File: src/logic/lfrc_defines.svh
// Offsets, field positions, reset values and timing counts of the wake-up receiver control block.
// Summary of operation
// - Sync select bits 5:4, reset to 01.
// - Carrier mode flags carrier after time and count.
// - Data mode uses detect time before powering chain.
// - Receiver reset clears detect-time field.
// - Code 0000 needs eight carrier periods.
// - Code 1111 needs 1024 periods, both modes.
// - Long times: periodic auto-zero bridges carrier.
// - Enabled flags request interrupt, never globally masked.
// - Data-ready enable bit 7, reset clear.
// - Receive-error enable bit 6, reset clear.
// - Carrier enable bit 5, ignored in data mode with decoder on.
// - Identifier-match enable bit 4, reset clear.
// - Decoder enable bit 3; off suppresses decode flags.
// - Validation enable bit 2; off skips validation.
// - Data mode sync search stops after limit.
// - Limit codes: none, 8, 24, 48 ms.
// - Mode alternate flips mode each receiver sequence.
// - Acknowledge clears six flags, reads zero.
`ifndef LFRC_DEFINES_SVH
`define LFRC_DEFINES_SVH

// Byte addresses of the register words.
`define LFRC_CTL3_OFS       4'h0
`define LFRC_IEN_OFS        4'h4
`define LFRC_STAT_OFS       4'h8
`define LFRC_MODE_OFS       4'hc

// Field positions.
`define LFRC_DET_OUT_BIT    7
`define LFRC_ALT_BIT        6
`define LFRC_ACK_BIT        0
`define LFRC_CARRIER_MODE_SELECT_BIT     0

// Reset values.
`define LFRC_CTL3_RST       8'h10
`define LFRC_IEN_RST        8'h0c
`define LFRC_MODE_RST       8'h11

// Timing: one receiver oscillator period is 8 us.
`define LFRC_OSC_PERIOD_US  8
`define LFRC_AZ_PERIOD_US   1000
`define LFRC_AZ_LEN_US      64
`define LFRC_AZ_PERIOD_TK   (`LFRC_AZ_PERIOD_US / `LFRC_OSC_PERIOD_US)
`define LFRC_AZ_LEN_TK      (`LFRC_AZ_LEN_US / `LFRC_OSC_PERIOD_US)
`define LFRC_TO1_US         8000
`define LFRC_TO2_US         24000
`define LFRC_TO3_US         48000
`define LFRC_BASE_PERIODS   8
`define LFRC_LONG_PERIODS   128

`endif

File: src/logic/lfrc_pkg.sv
// Types shared by the wake-up receiver control block.
package lfrc_pkg;
  // Receiver sequence states, one-hot.
  typedef enum logic [3:0] {
    LFRC_OFF    = 4'b0001,
    LFRC_DETECT = 4'b0010,
    LFRC_SEARCH = 4'b0100,
    LFRC_DECODE = 4'b1000
  } lfrc_state_t;
  // Timer count width, big enough for the 48 ms search limit.
  typedef logic [12:0] lfrc_cnt_t;
endpackage

File: src/logic/lfrc_tmr_if.sv
// Control and result signals between the sequencer and a tick timer.
`timescale 1ns/10ps
interface lfrc_tmr_if;
  logic                clear;   // Restart the count at zero.
  logic                run;     // Count ticks while high.
  logic                tick;    // One oscillator tick, one cycle.
  lfrc_pkg::lfrc_cnt_t target;  // Ticks needed for done.
  logic                done;    // Count has reached target.
  modport ctl (output clear, output run, output tick, output target, input done);
  modport cnt (input clear, input run, input tick, input target, output done);
endinterface

File: src/logic/lfrc_tick_timer.sv
// Tick counter used for carrier detect times and the sync search limit.
`timescale 1ns/10ps
module lfrc_tick_timer (
  input  wire logic core_clk,
  input  wire logic reset_n,
  lfrc_tmr_if.cnt   tmr
);
  import lfrc_pkg::*;

  lfrc_cnt_t count_r;    // Ticks seen since the last clear.
  lfrc_cnt_t count_nxt;  // Next tick count.

  // Done is a plain compare so the sequencer sees it in the same cycle.
  assign tmr.done = (count_r >= tmr.target);

  // Clear has priority; counting stops once the target is reached.
  always_comb begin
    count_nxt = count_r;
    if (tmr.clear) begin
      count_nxt = '0;
    end else if (tmr.run && tmr.tick && !tmr.done) begin
      count_nxt = count_r + 13'h1;
    end
  end

  // Count register.
  always_ff @(posedge core_clk or negedge reset_n) begin
    if (!reset_n) begin
      count_r <= '0;
    end else begin
      count_r <= count_nxt;
    end
  end
endmodule

File: src/logic/lfrc_core.sv
// Control, enables, flags and sequencer of the low-frequency wake-up receiver.
//
// The implementer's own choices: the placing of the registers and the Avalon-MM slave port.
`timescale 1ns/10ps
`include "lfrc_defines.svh"
module lfrc_core (
  input  wire logic          core_clk,
  input  wire logic          reset_n,
  input  wire logic [3:0]    avs_address,
  input  wire logic          avs_read,
  input  wire logic          avs_write,
  input  wire logic [31:0]   avs_writedata,
  input  wire logic [3:0]    avs_byteenable,
  output logic [31:0]        avs_readdata,
  output logic               avs_waitrequest,
  input  wire logic          detector_output_bit,
  input  wire logic          receiver_osc_125k,
  input  wire logic          rx_on_req,
  input  wire logic          sync_found,
  input  wire logic          frame_end,
  input  wire logic          data_ready_evt,
  input  wire logic          rx_error_evt,
  input  wire logic          id_match_evt,
  input  wire logic          overflow_evt,
  input  wire logic          eom_evt,
  output logic [1:0]         sync_sel,
  output logic               rx_chain_on,
  output logic               decode_active,
  output lfrc_pkg::lfrc_state_t rx_state,
  output logic               irq_req
);
  import lfrc_pkg::*;

  // Carrier periods needed for a detect code in the given mode.
  function automatic lfrc_cnt_t detect_periods(input logic [3:0] code, input logic carmode);
    lfrc_cnt_t full;
    full = lfrc_cnt_t'(`LFRC_BASE_PERIODS) << code[2:0];
    if (carmode || code[3]) begin
      detect_periods = full;
    end else begin
      detect_periods = lfrc_cnt_t'(`LFRC_BASE_PERIODS);
    end
  endfunction

  // Ticks of the search limit code; zero means search forever.
  function automatic lfrc_cnt_t limit_ticks(input logic [1:0] code);
    case (code)
      2'h1:    limit_ticks = lfrc_cnt_t'(`LFRC_TO1_US / `LFRC_OSC_PERIOD_US);
      2'h2:    limit_ticks = lfrc_cnt_t'(`LFRC_TO2_US / `LFRC_OSC_PERIOD_US);
      2'h3:    limit_ticks = lfrc_cnt_t'(`LFRC_TO3_US / `LFRC_OSC_PERIOD_US);
      default: limit_ticks = '0;
    endcase
  endfunction

  // Pin synchronisers; the first stage feeds only the second.
  logic [1:0] car_sync_r;   // Detector output, two stages.
  logic [2:0] osc_sync_r;   // Oscillator, two stages plus edge history.
  logic       carrier_s;    // Synchronised carrier presence.
  logic       osc_tick;     // One cycle per oscillator rising edge.

  // Registers and their next values.
  logic [7:0]  ctl3_r,   ctl3_nxt;   // Alternate, sync select, detect time.
  logic [7:0]  ien_r,    ien_nxt;    // Interrupt enables and feature enables.
  logic [7:0]  mode_r,   mode_nxt;   // Validation count and mode select.
  logic [5:0]  flags_r,  flags_nxt;  // Ready, error, carrier, id, overflow, eom.
  logic        ack_r,    ack_nxt;    // Bus answer cycle.
  logic [31:0] rdata_r,  rdata_nxt;  // Captured read data.
  lfrc_state_t state_r,  state_nxt;  // Receiver sequence state.
  logic [3:0]  cons_r,   cons_nxt;   // Consecutive validations.
  logic        curmode_r, curmode_nxt; // Mode used by the running sequence.
  logic [6:0]  az_cnt_r, az_cnt_nxt; // Position in the auto-zero interval.

  // Combinational helpers.
  logic       wr_go;      // Write takes effect this cycle.
  logic       ack_wr;     // Acknowledge bit written.
  logic       long_time;  // Detect time long enough for auto-zero.
  logic       az_on;      // Auto-zero window active.
  logic       carr_eff;   // Carrier seen, bridged through auto-zero.
  logic       det_ok;     // Detect time met, or validation skipped.
  logic       cd_set;     // Carrier detect event.
  logic       dec_on;     // Digital decoder enabled.
  logic [7:0] stat_rd;    // Status register read view.

  lfrc_tmr_if det_if ();   // Detect-time timer.
  lfrc_tmr_if srch_if ();  // Sync search timer.

  lfrc_tick_timer u_det_tmr (
    .core_clk (core_clk),
    .reset_n  (reset_n),
    .tmr      (det_if)
  );

  lfrc_tick_timer u_srch_tmr (
    .core_clk (core_clk),
    .reset_n  (reset_n),
    .tmr      (srch_if)
  );

  assign carrier_s = car_sync_r[1];
  assign osc_tick  = osc_sync_r[1] && !osc_sync_r[2];
  assign dec_on    = ien_r[3];
  assign sync_sel  = ctl3_r[5:4];

  // Auto-zero: the detector is blind for a short window each interval, so during
  // it the carrier is taken as present for long detect times; if it is gone at the end the count restarts.
  assign long_time = detect_periods(ctl3_r[3:0], curmode_r) >= `LFRC_LONG_PERIODS;
  assign az_on     = az_cnt_r < 7'(`LFRC_AZ_LEN_TK);
  assign carr_eff  = carrier_s || (long_time && az_on);

  // Timer hookups; the detect timer restarts whenever the carrier drops.
  assign det_if.tick    = osc_tick;
  assign det_if.run     = (state_r == LFRC_DETECT) && carr_eff;
  assign det_if.target  = detect_periods(ctl3_r[3:0], curmode_r);
  assign srch_if.tick   = osc_tick;
  assign srch_if.run    = (state_r == LFRC_SEARCH);
  assign srch_if.target = limit_ticks(ien_r[1:0]);
  assign srch_if.clear  = (state_r != LFRC_SEARCH);

  // With validation off, the raw carrier is enough.
  assign det_ok = ien_r[2] ? det_if.done : carrier_s;

  // Sequencer: detect, then flag (carrier mode) or search and decode (data mode).
  always_comb begin
    state_nxt    = state_r;
    cons_nxt     = cons_r;
    curmode_nxt  = curmode_r;
    cd_set       = 1'b0;
    det_if.clear = (state_r != LFRC_DETECT) || !carr_eff;
    case (state_r)
      LFRC_OFF: begin
        cons_nxt = 4'h0;
        if (rx_on_req) begin
          state_nxt = LFRC_DETECT;
        end
      end
      LFRC_DETECT: begin
        if (!carr_eff) begin
          cons_nxt = 4'h0;
        end else if (det_ok && curmode_r) begin
          // Each validation restarts the timer until the count is reached.
          det_if.clear = 1'b1;
          cons_nxt     = cons_r + 4'h1;
          if ((cons_r + 4'h1) >= ((mode_r[7:4] == 4'h0) ? 4'h1 : mode_r[7:4])) begin
            cd_set    = 1'b1;
            state_nxt = LFRC_OFF;
          end
        end else if (det_ok) begin
          // Chain powers up; later the detect time no longer matters.
          state_nxt = LFRC_SEARCH;
          cd_set    = !dec_on;
        end
      end
      LFRC_SEARCH: begin
        if (sync_found) begin
          state_nxt = LFRC_DECODE;
        end else if (ien_r[1:0] != 2'h0 && srch_if.done) begin
          state_nxt = LFRC_OFF;
        end
      end
      LFRC_DECODE: begin
        if (frame_end) begin
          state_nxt = LFRC_OFF;
        end
      end
      default: begin
        state_nxt = LFRC_OFF;
      end
    endcase
    // Alternate mode flips the mode for the next sequence.
    if (state_r != LFRC_OFF && state_nxt == LFRC_OFF && ctl3_r[`LFRC_ALT_BIT]) begin
      curmode_nxt = !curmode_r;
    end
    if (wr_go && avs_address == `LFRC_MODE_OFS) begin
      curmode_nxt = avs_writedata[`LFRC_CARRIER_MODE_SELECT_BIT];
    end
  end

  // Auto-zero interval counter, free running on oscillator ticks.
  always_comb begin
    az_cnt_nxt = az_cnt_r;
    if (osc_tick) begin
      az_cnt_nxt = (az_cnt_r == 7'(`LFRC_AZ_PERIOD_TK - 1)) ? 7'h0 : az_cnt_r + 7'h1;
    end
  end

  // Avalon slave: waitrequest for one cycle, then the answer; writes land at the answer edge.
  assign avs_waitrequest = (avs_read || avs_write) && !ack_r;
  assign wr_go           = avs_write && ack_r && avs_byteenable[0];
  assign ack_wr          = wr_go && avs_address == `LFRC_STAT_OFS &&
                           avs_writedata[`LFRC_ACK_BIT];
  assign stat_rd         = {flags_r, 2'b00};  // Acknowledge always reads zero.
  assign avs_readdata    = rdata_r;

  // Register writes and read capture.
  always_comb begin
    ack_nxt   = (avs_read || avs_write) && !ack_r;
    rdata_nxt = rdata_r;
    ctl3_nxt  = ctl3_r;
    ien_nxt   = ien_r;
    mode_nxt  = mode_r;
    if (avs_read && !ack_r) begin
      case (avs_address)
        `LFRC_CTL3_OFS: rdata_nxt = {24'h0, carrier_s, ctl3_r[6:0]};
        `LFRC_IEN_OFS:  rdata_nxt = {24'h0, ien_r};
        `LFRC_STAT_OFS: rdata_nxt = {24'h0, stat_rd};
        `LFRC_MODE_OFS: rdata_nxt = {24'h0, mode_r[7:1], curmode_r};
        default:        rdata_nxt = 32'h0;
      endcase
    end
    if (wr_go) begin
      case (avs_address)
        `LFRC_CTL3_OFS: ctl3_nxt = {1'b0, avs_writedata[6:0]};
        `LFRC_IEN_OFS:  ien_nxt  = avs_writedata[7:0];
        `LFRC_MODE_OFS: mode_nxt = {avs_writedata[7:4], 3'h0, avs_writedata[0]};
        default:        ien_nxt  = ien_r;
      endcase
    end
  end

  // Flags: acknowledge clears all six, but a same-cycle event still sets.
  // With the decoder off, no decode flag can rise.
  always_comb begin
    flags_nxt = ack_wr ? 6'h00 : flags_r;
    flags_nxt = flags_nxt | {data_ready_evt & dec_on,
                             rx_error_evt & dec_on & !curmode_r,
                             cd_set,
                             id_match_evt & dec_on,
                             overflow_evt & dec_on,
                             eom_evt & dec_on};
  end

  // One request line; the carrier term is gated off in data mode with the decoder on.
  // Software should clear flags before enabling, else this fires at once.
  assign irq_req = (flags_r[5] & ien_r[7]) | (flags_r[4] & ien_r[6]) |
                   (flags_r[3] & ien_r[5] & (curmode_r | !dec_on)) |
                   (flags_r[2] & ien_r[4]);

  assign rx_chain_on   = (state_r == LFRC_SEARCH) || (state_r == LFRC_DECODE);
  assign decode_active = (state_r == LFRC_DECODE);
  assign rx_state      = state_r;

  // All state registers; reset loads the documented defaults.
  always_ff @(posedge core_clk or negedge reset_n) begin
    if (!reset_n) begin
      car_sync_r <= 2'h0;
      osc_sync_r <= 3'h0;
      ctl3_r     <= `LFRC_CTL3_RST;
      ien_r      <= `LFRC_IEN_RST;
      mode_r     <= `LFRC_MODE_RST;
      flags_r    <= 6'h00;
      ack_r      <= 1'b0;
      rdata_r    <= 32'h0;
      state_r    <= LFRC_OFF;
      cons_r     <= 4'h0;
      curmode_r  <= 1'b1;
      az_cnt_r   <= 7'h0;
    end else begin
      car_sync_r <= {car_sync_r[0], detector_output_bit};
      osc_sync_r <= {osc_sync_r[1:0], receiver_osc_125k};
      ctl3_r     <= ctl3_nxt;
      ien_r      <= ien_nxt;
      mode_r     <= mode_nxt;
      flags_r    <= flags_nxt;
      ack_r      <= ack_nxt;
      rdata_r    <= rdata_nxt;
      state_r    <= state_nxt;
      cons_r     <= cons_nxt;
      curmode_r  <= curmode_nxt;
      az_cnt_r   <= az_cnt_nxt;
    end
  end
endmodule

File: config.mk
export PLATFORM = sky130hd
export DESIGN_NAME = lfrc_core
export DESIGN_NICKNAME = d
export VERILOG_FILES = /design/src/logic/lfrc_pkg.sv /design/src/logic/lfrc_tmr_if.sv /design/src/logic/lfrc_tick_timer.sv /design/src/logic/lfrc_core.sv
export VERILOG_INCLUDE_DIRS = /design/src /design/src/logic
export SDC_FILE = /design/constraint.sdc
export NUM_CORES = 1
export LEC_CHECK = 0
export BUFFER_PORTS_ARGS = -buffer_cell sky130_fd_sc_hd__buf_2
export CORE_MARGIN = 2
export CORE_UTILIZATION = 25
export DETAILED_ROUTE_END_ITERATION = 6
export GPL_TIMING_DRIVEN = 0
export SETUP_SLACK_MARGIN = 0.5
export SYNTH_ARGS = -nofsm -noshare
export SYNTH_HDL_FRONTEND = slang
export SYNTH_SLANG_ARGS = --single-unit
File: constraint.sdc
create_clock -name core_clk -period 8.93 [get_ports core_clk]
set_clock_uncertainty 0.1 [all_clocks]
set_input_delay 1.3395 -clock core_clk [delete_from_list [all_inputs] [get_ports core_clk]]
set_output_delay 1.3395 -clock core_clk [all_outputs]
set_load 0.005 [all_outputs]
==> impl_metrics.yaml, run 1 <==
status:
  status: "finished, final reports clean"
synthesis:
  synth.avg_cell_area_um2: 10.0
  yosysTopAreaCellShare: 0.396
  netlist_area_um2: 4740
  async_flop_share: 1.00
  ys_ff_latch: 81
  postSynthCellCount: 474
  ys_types: 59
  synth_edf_count: 0
  yosys_warnings: 0
  ys.flop_type: "dfrtp_1"
  seq_area_frac_synth: 0.429
  synth_area_leader_cell: "dfrtp_1"
  synthTopCellsByArea: "dfrtp_1 40%, ha_1 8.7%, buf_4 4.1%"
power:
  intPower_mw: 0.785
  p_leak_nw: 2.70
  pwr-share-seq: 0.409
  p_comb_frac: 0.222
  swShare: 0.312
  clockPowerShare: 0.369
  p_sw_mw: 0.356
  p_per_area_nw_per_um2: 200
  irDropWorstVdd_mv: 0.128
timing:
  tightest_slew_ns: 1.04
  max_freq_mhz: 273
  maxSlewHeadroom: 0.298
  hold_viol: 0
  rsz0062_at_grt: "no"
  fin_crit_sh: 0.410
  fin_tns_setup_ns: 0
  setup_viol: 0
  drv_slew: 0
  post-route-min-period_ns: 3.66
clocking:
  cts_tree: "done"
  cts.sinks: 81
  cts.path.max_buffers: 2
  ctsRootBufferMaster: "clkbuf_16"
  cts-htree-levels: 3
  cts_setup_buffers: 0
  cts_resized: 0
  clkTransAtPathRegs_ns: 0.06
  worstSkewPairLatency_ns: 0.36
  hold_buffers: 0
  cts_buffers: 9
global_route:
  antenna_found_initial: 0
  grt_first_pass_wirelength_um: 18300
  track_usage: 0.117
  grt_max_degree: 65
  grt_pass1_vias: 3554
  grt_overflow_total: 0
hold_path:
  hold_start: "osc_sync_r[0]"
  hold_class: "reg2reg"
drt:
  viasPerCell: 4.59
  vias: 3639
  routed_wl_um: 10900
  routedWlPerCell_um: 13.7
  drc_errors: 0
  drt_iter0_drc: 247
  ant_nets: 0
  drtPass1Iterations: 4
layout:
  multi_input_area_um2: 2470
  fill_cells: 1953
  n_antenna_cell: 0
  drive_gt1_frac: 0.229
  area_delta_synth_final_pct: 20.3
  layout.nets: 640
  fin_area_um2: 5700
  seqCellArea_um2: 2030
critical_path:
  crit_start: "curmode_r"
  endpoint_kind: "register"
  cp-start-kind: "register"
  rr_startpoint: "curmode_r"
  crit_type: "reg2reg"
  cp_max_fo: 9
  crit_arrival_ns: 3.84
  crit_required_ns: 9.11
floorplan:
  io-pin-count: 96
  core_um2: 18600
  die_area_um2: 20100
  initial_core_util: 0.254
  rows: 50
  fp.dieH_um: 142
  die_w_um: 142
place:
  placed_area_um2: 5370
  io_buffer_count: 44
  dp_hpwl_um: 8190
  globalplace.congestion: 0.833
run:
  cap_violations: 0
[synth_stat cells (all sizes together), types with 5 or more instances]
library cell   n
dfstp          6
xor2          19
ha            33
a21oi         14
a22o          14
clkbuf         7
nor2b          9
and3          10
buf           30
mux2          15
dfrtp         75
nand3         14
xnor2          5
nor2          45
nand4         14
inv           21
o21ai         27
or2            5
nor3           7
or3            5
nand2         41
[power by group through the flow]
stage / Combinational [mW] / Clock [mW] / Sequential, mW
after global placement: 0.248 / 0 / 0.473
final: 0.253 / 0.420 / 0.467
after detailed placement: 0.254 / 0 / 0.473
after global routing: 0.288 / 0.451 / 0.473
after CTS: 0.255 / 0.432 / 0.467
after floorplan: 0.183 / 0 / 0.458
[layout make-up]
class,count,area share
Multi-Input combinational cell,358,0.434
Timing Repair Buffer,45,0.0439
Clock inverter,7,0.0187
Tap cell,234,0.0513
Inverter,21,0.0138
Sequential cell,81,0.357
Clock buffer,9,0.0395
Buffer,37,0.0419
[final timing paths]
kind | to | slack (ns) | cells past startpoint
worst max-delay path | u_det_tmr.count_r[6] | 5.27 | 10
worst min-delay path | osc_sync_r[1] | 0.25 | 0
worst max register to register | u_det_tmr.count_r[6] | 5.27 | 10
worst min register to register | osc_sync_r[1] | 0.25 | 0
max in group asynchronous | ien_r[3] | 7.34 | 2
min in group asynchronous | az_cnt_r[6] | 0.76 | 1
[worst max-delay path, stage by stage (launching register included)]
cell and delay (ns):
dfstp_2 0.51, clkbuf_1 0.34, o21a_1 0.28, nand3_1 0.12, ha_1 0.33, a2111oi_0 0.58, nand2_1 0.14, nor2_2 0.32
nand2_1 0.18, or4_1 0.54, a21oi_1 0.15
[per-layer routing]
layer,share of wire,vias to the layer above,global-route usage
met1,0.48,1741,0.156
met5,0,-,0
li1,-,1810,-
met2,0.46,76,0.181
met4,0.017,0,0.0421
met3,0.045,12,0.0327
[cell usage in the layout, fill, tap and decap left out, types with 3 or more instances in the layout]
| master | n |
|---|---|
| or3_1 | 5 |
| ha_1 | 33 |
| nor2b_1 | 9 |
| a21oi_1 | 14 |
| nand2b_1 | 3 |
| mux4_2 | 4 |
| nor2_1 | 44 |
| o21ai_0 | 25 |
| mux2_2 | 15 |
| and3_1 | 10 |
| conb_1 | 24 |
| xnor2_1 | 5 |
| dfrtp_1 | 75 |
| nand2_1 | 41 |
| buf_4 | 27 |
| clkbuf_16 | 9 |
| nand4b_1 | 4 |
| mux2i_1 | 4 |
| or2_2 | 5 |
| nor4_1 | 3 |
| and4_1 | 3 |
| nand4_1 | 14 |
| nand3_1 | 14 |
| a22o_1 | 14 |
| nor3_1 | 7 |
| inv_6 | 4 |
| dfstp_2 | 6 |
| xor2_1 | 19 |
| clkbuf_1 | 7 |
| inv_1 | 21 |
| buf_2 | 45 |
[cell families after synthesis]
| logic type | share of synthesized area |
|---|---|
| flip-flops | 0.429 |
| XOR/XNOR | 0.0443 |
| AND/OR/NAND/NOR | 0.191 |
| multiplexers | 0.0631 |
| adder cells (fa/ha/maj) | 0.0871 |
| AO/OA/AOI/OAI | 0.118 |
| buffers and inverters | 0.0670 |
| other | 0.000791 |
[per-stage QoR]
stage	total power [mW]	util	setup slack (ns)	instances	hold WS [ns]
after floorplan	0.641	-	5.82	497	0.231
final	1.14	0.306	5.27	792	0.247
after global placement	0.721	0.286	5.32	775	0.232
after detailed placement	0.726	0.288	5.32	776	0.236
after global routing	1.21	0.306	4.87	792	0.261
after CTS	1.15	0.306	5.25	792	0.251
[flip-flops by register name, summed over array words and instances, names as in the netlist, 4 cells and up]
register,flops
ctl3_r,7
rx_state,4
cons_r,4
u_det_tmr.count_r,13
u_srch_tmr.count_r,13
flags_r,6
az_cnt_r,7
mode_r,4
avs_readdata,8
ien_r,8
No activity file was read; power rests on OpenSTA's default activity.
==> run 2, diff against run 1 <==
clock period = 3.15 ns   (was 8.93 ns; I/O delays follow)
==> run 2 against run 1 <==
Compared with the run above: highest routed layer unchanged; final area grew 13%; first-iteration DRC count up 5.7%; via count up 5.4%; sequential power rose to 2.9 times the previous value; non-clock buffer count grew 31; register-to-register slack got worse by 4.9 ns; sequential share of layout area down 4.1 points; flip-flop and latch count unchanged.
==> impl_metrics.yaml, run 2 (synthesized netlist as in run 1, its figures left out) <==
critical_path:
  cp_max_fo: 4
  crit_type: "reg2reg"
  endpoint_kind: "register"
  crit_required_ns: 3.28
  crit_arrival_ns: 2.93
  regToRegSetupSlack_ns: 0.35
  cp-start-kind: "register"
drt:
  vias: 3837
  drtPass1Iterations: 4
  routedWlPerCell_um: 14.2
  viasPerCell: 4.66
  ant_nets: 0
  drt_iter0_drc: 261
  routed_wl_um: 11700
  drc_errors: 0
global_route:
  grt_max_degree: 55
  grt_pass1_vias: 3681
  grt_overflow_total: 0
  track_usage: 0.119
  grt_first_pass_wirelength_um: 18800
  antenna_found_initial: 0
place:
  dp_hpwl_um: 8110
  io_buffer_count: 44
  globalplace.congestion: 0.800
clocking:
  cts.sinks: 81
  cts_tree: "done"
  ctsRootBufferMaster: "clkbuf_16"
  cts_buffers: 9
  clkTransAtPathRegs_ns: 0.06
  worstSkewPairLatency_ns: 0.35
  cts-htree-levels: 3
  cts.path.max_buffers: 2
timing:
  setup_viol: 0
  max_freq_mhz: 357
  post-route-min-period_ns: 2.80
  fin_tns_setup_ns: 0
  whs_ns: 0.137
  rsz0062_at_grt: "yes"
  drv_slew: 0
  maxSlewHeadroom: 0.313
  fin_crit_sh: 0.888
  tightest_slew_ns: 1.02
  hold_viol: 0
layout:
  area_delta_synth_final_pct: 36.3
  fill_cells: 1865
  drive_gt1_frac: 0.375
  n_antenna_cell: 0
  mostFrequentLayoutCell: "dfrtp_1"
  layout.nets: 671
  top_regs: "u_det_tmr.count_r: 13 flops, u_srch_tmr.count_r: 13 flops"
  mostFrequentLayoutCells: "68 x dfrtp_1, 51 x buf_4, 43 x buf_2"
  seqCellArea_um2: 2040
  multi_input_area_um2: 2930
floorplan:
  fp.dieH_um: 142
  die_area_um2: 20100
  core_um2: 18600
  initial_core_util: 0.254
  die_w_um: 142
  rows: 50
  io-pin-count: 96
status:
  status: "finished, final reports clean"
power:
  irDropWorstVdd_mv: 0.166
  p_per_area_nw_per_um2: 546
  p_leak_nw: 2.91
run:
  cap_violations: 0
hold_path:
  hold_class: "in2reg"
[run 2: worst max-delay path: stages, from the launching register on]
cell,delay (ns)
dfstp_2,0.53
buf_8,0.11
nor2_4,0.05
nor2_4,0.14
nand3_2,0.10
ha_4,0.28
nand4_1,0.18
a2111oi_4,0.35
buf_4,0.22
nor2_4,0.05
nand3b_1,0.19
buf_4,0.15
xor2_1,0.17
nor2_1,0.05
[run 2: layout make-up]
| cell class | instances | area share |
|---|---|---|
| plain buffers | 37 | 0.0424 |
| clock buffers | 10 | 0.0370 |
| clock inverters | 6 | 0.0139 |
| inverters | 21 | 0.0130 |
| multi-input cells | 358 | 0.453 |
| flip-flops and latches | 81 | 0.316 |
| well taps | 234 | 0.0453 |
| repair buffers | 76 | 0.0792 |
[run 2: repair_timing]
item                                    4_1_cts  5_1_grt
gates resized for setup                      45       47
setup buffers                                21        7
hold buffers                                  1        0
gates cloned                                  1        1
hold endpoints to repair                     26        0
endpoints found under the setup margin       35       36
pin swaps                                    42       21
[run 2: worst paths after layout]
check / from / to / cells past startpoint
max: curmode_r / u_det_tmr.count_r[3] / 13
min in group asynchronous: reset_n / u_det_tmr.count_r[5] / 2
max in group asynchronous: reset_n / curmode_r / 3
min reg2reg: osc_sync_r[0] / osc_sync_r[1] / 0
max reg2reg: curmode_r / u_det_tmr.count_r[3] / 13
min: receiver_osc_125k / osc_sync_r[0] / 1
[run 2: metal layers]
metal  global-route usage  share of wire  vias to the layer above
li1                     -              -                     1878
met1                0.164           0.49                     1847
met2                0.178           0.44                       94
met3               0.0223          0.046                       18
met4               0.0568          0.026                        0
met5                    0              0                        -
[run 2: through the flow]
stage	instances	power (mW)	setup WS, ns	util	area, µm²
CTS	815	3.46	0.358	0.332	6200
finish	823	3.52	0.352	0.347	6460
global route	823	3.74	0.247	0.347	6460
detailed placement	776	2.12	0.0142	0.295	5500
floorplan	497	1.87	0.381	-	4960
global placement	775	2.10	0.0409	0.293	5470
[run 2: where the power goes]
part	internal [mW]	leakage (nW)	switching [mW]	total, mW
Clock	0.718	0.159	0.439	1.16
Combinational	0.512	1.72	0.516	1.03
Sequential	1.19	1.03	0.149	1.34
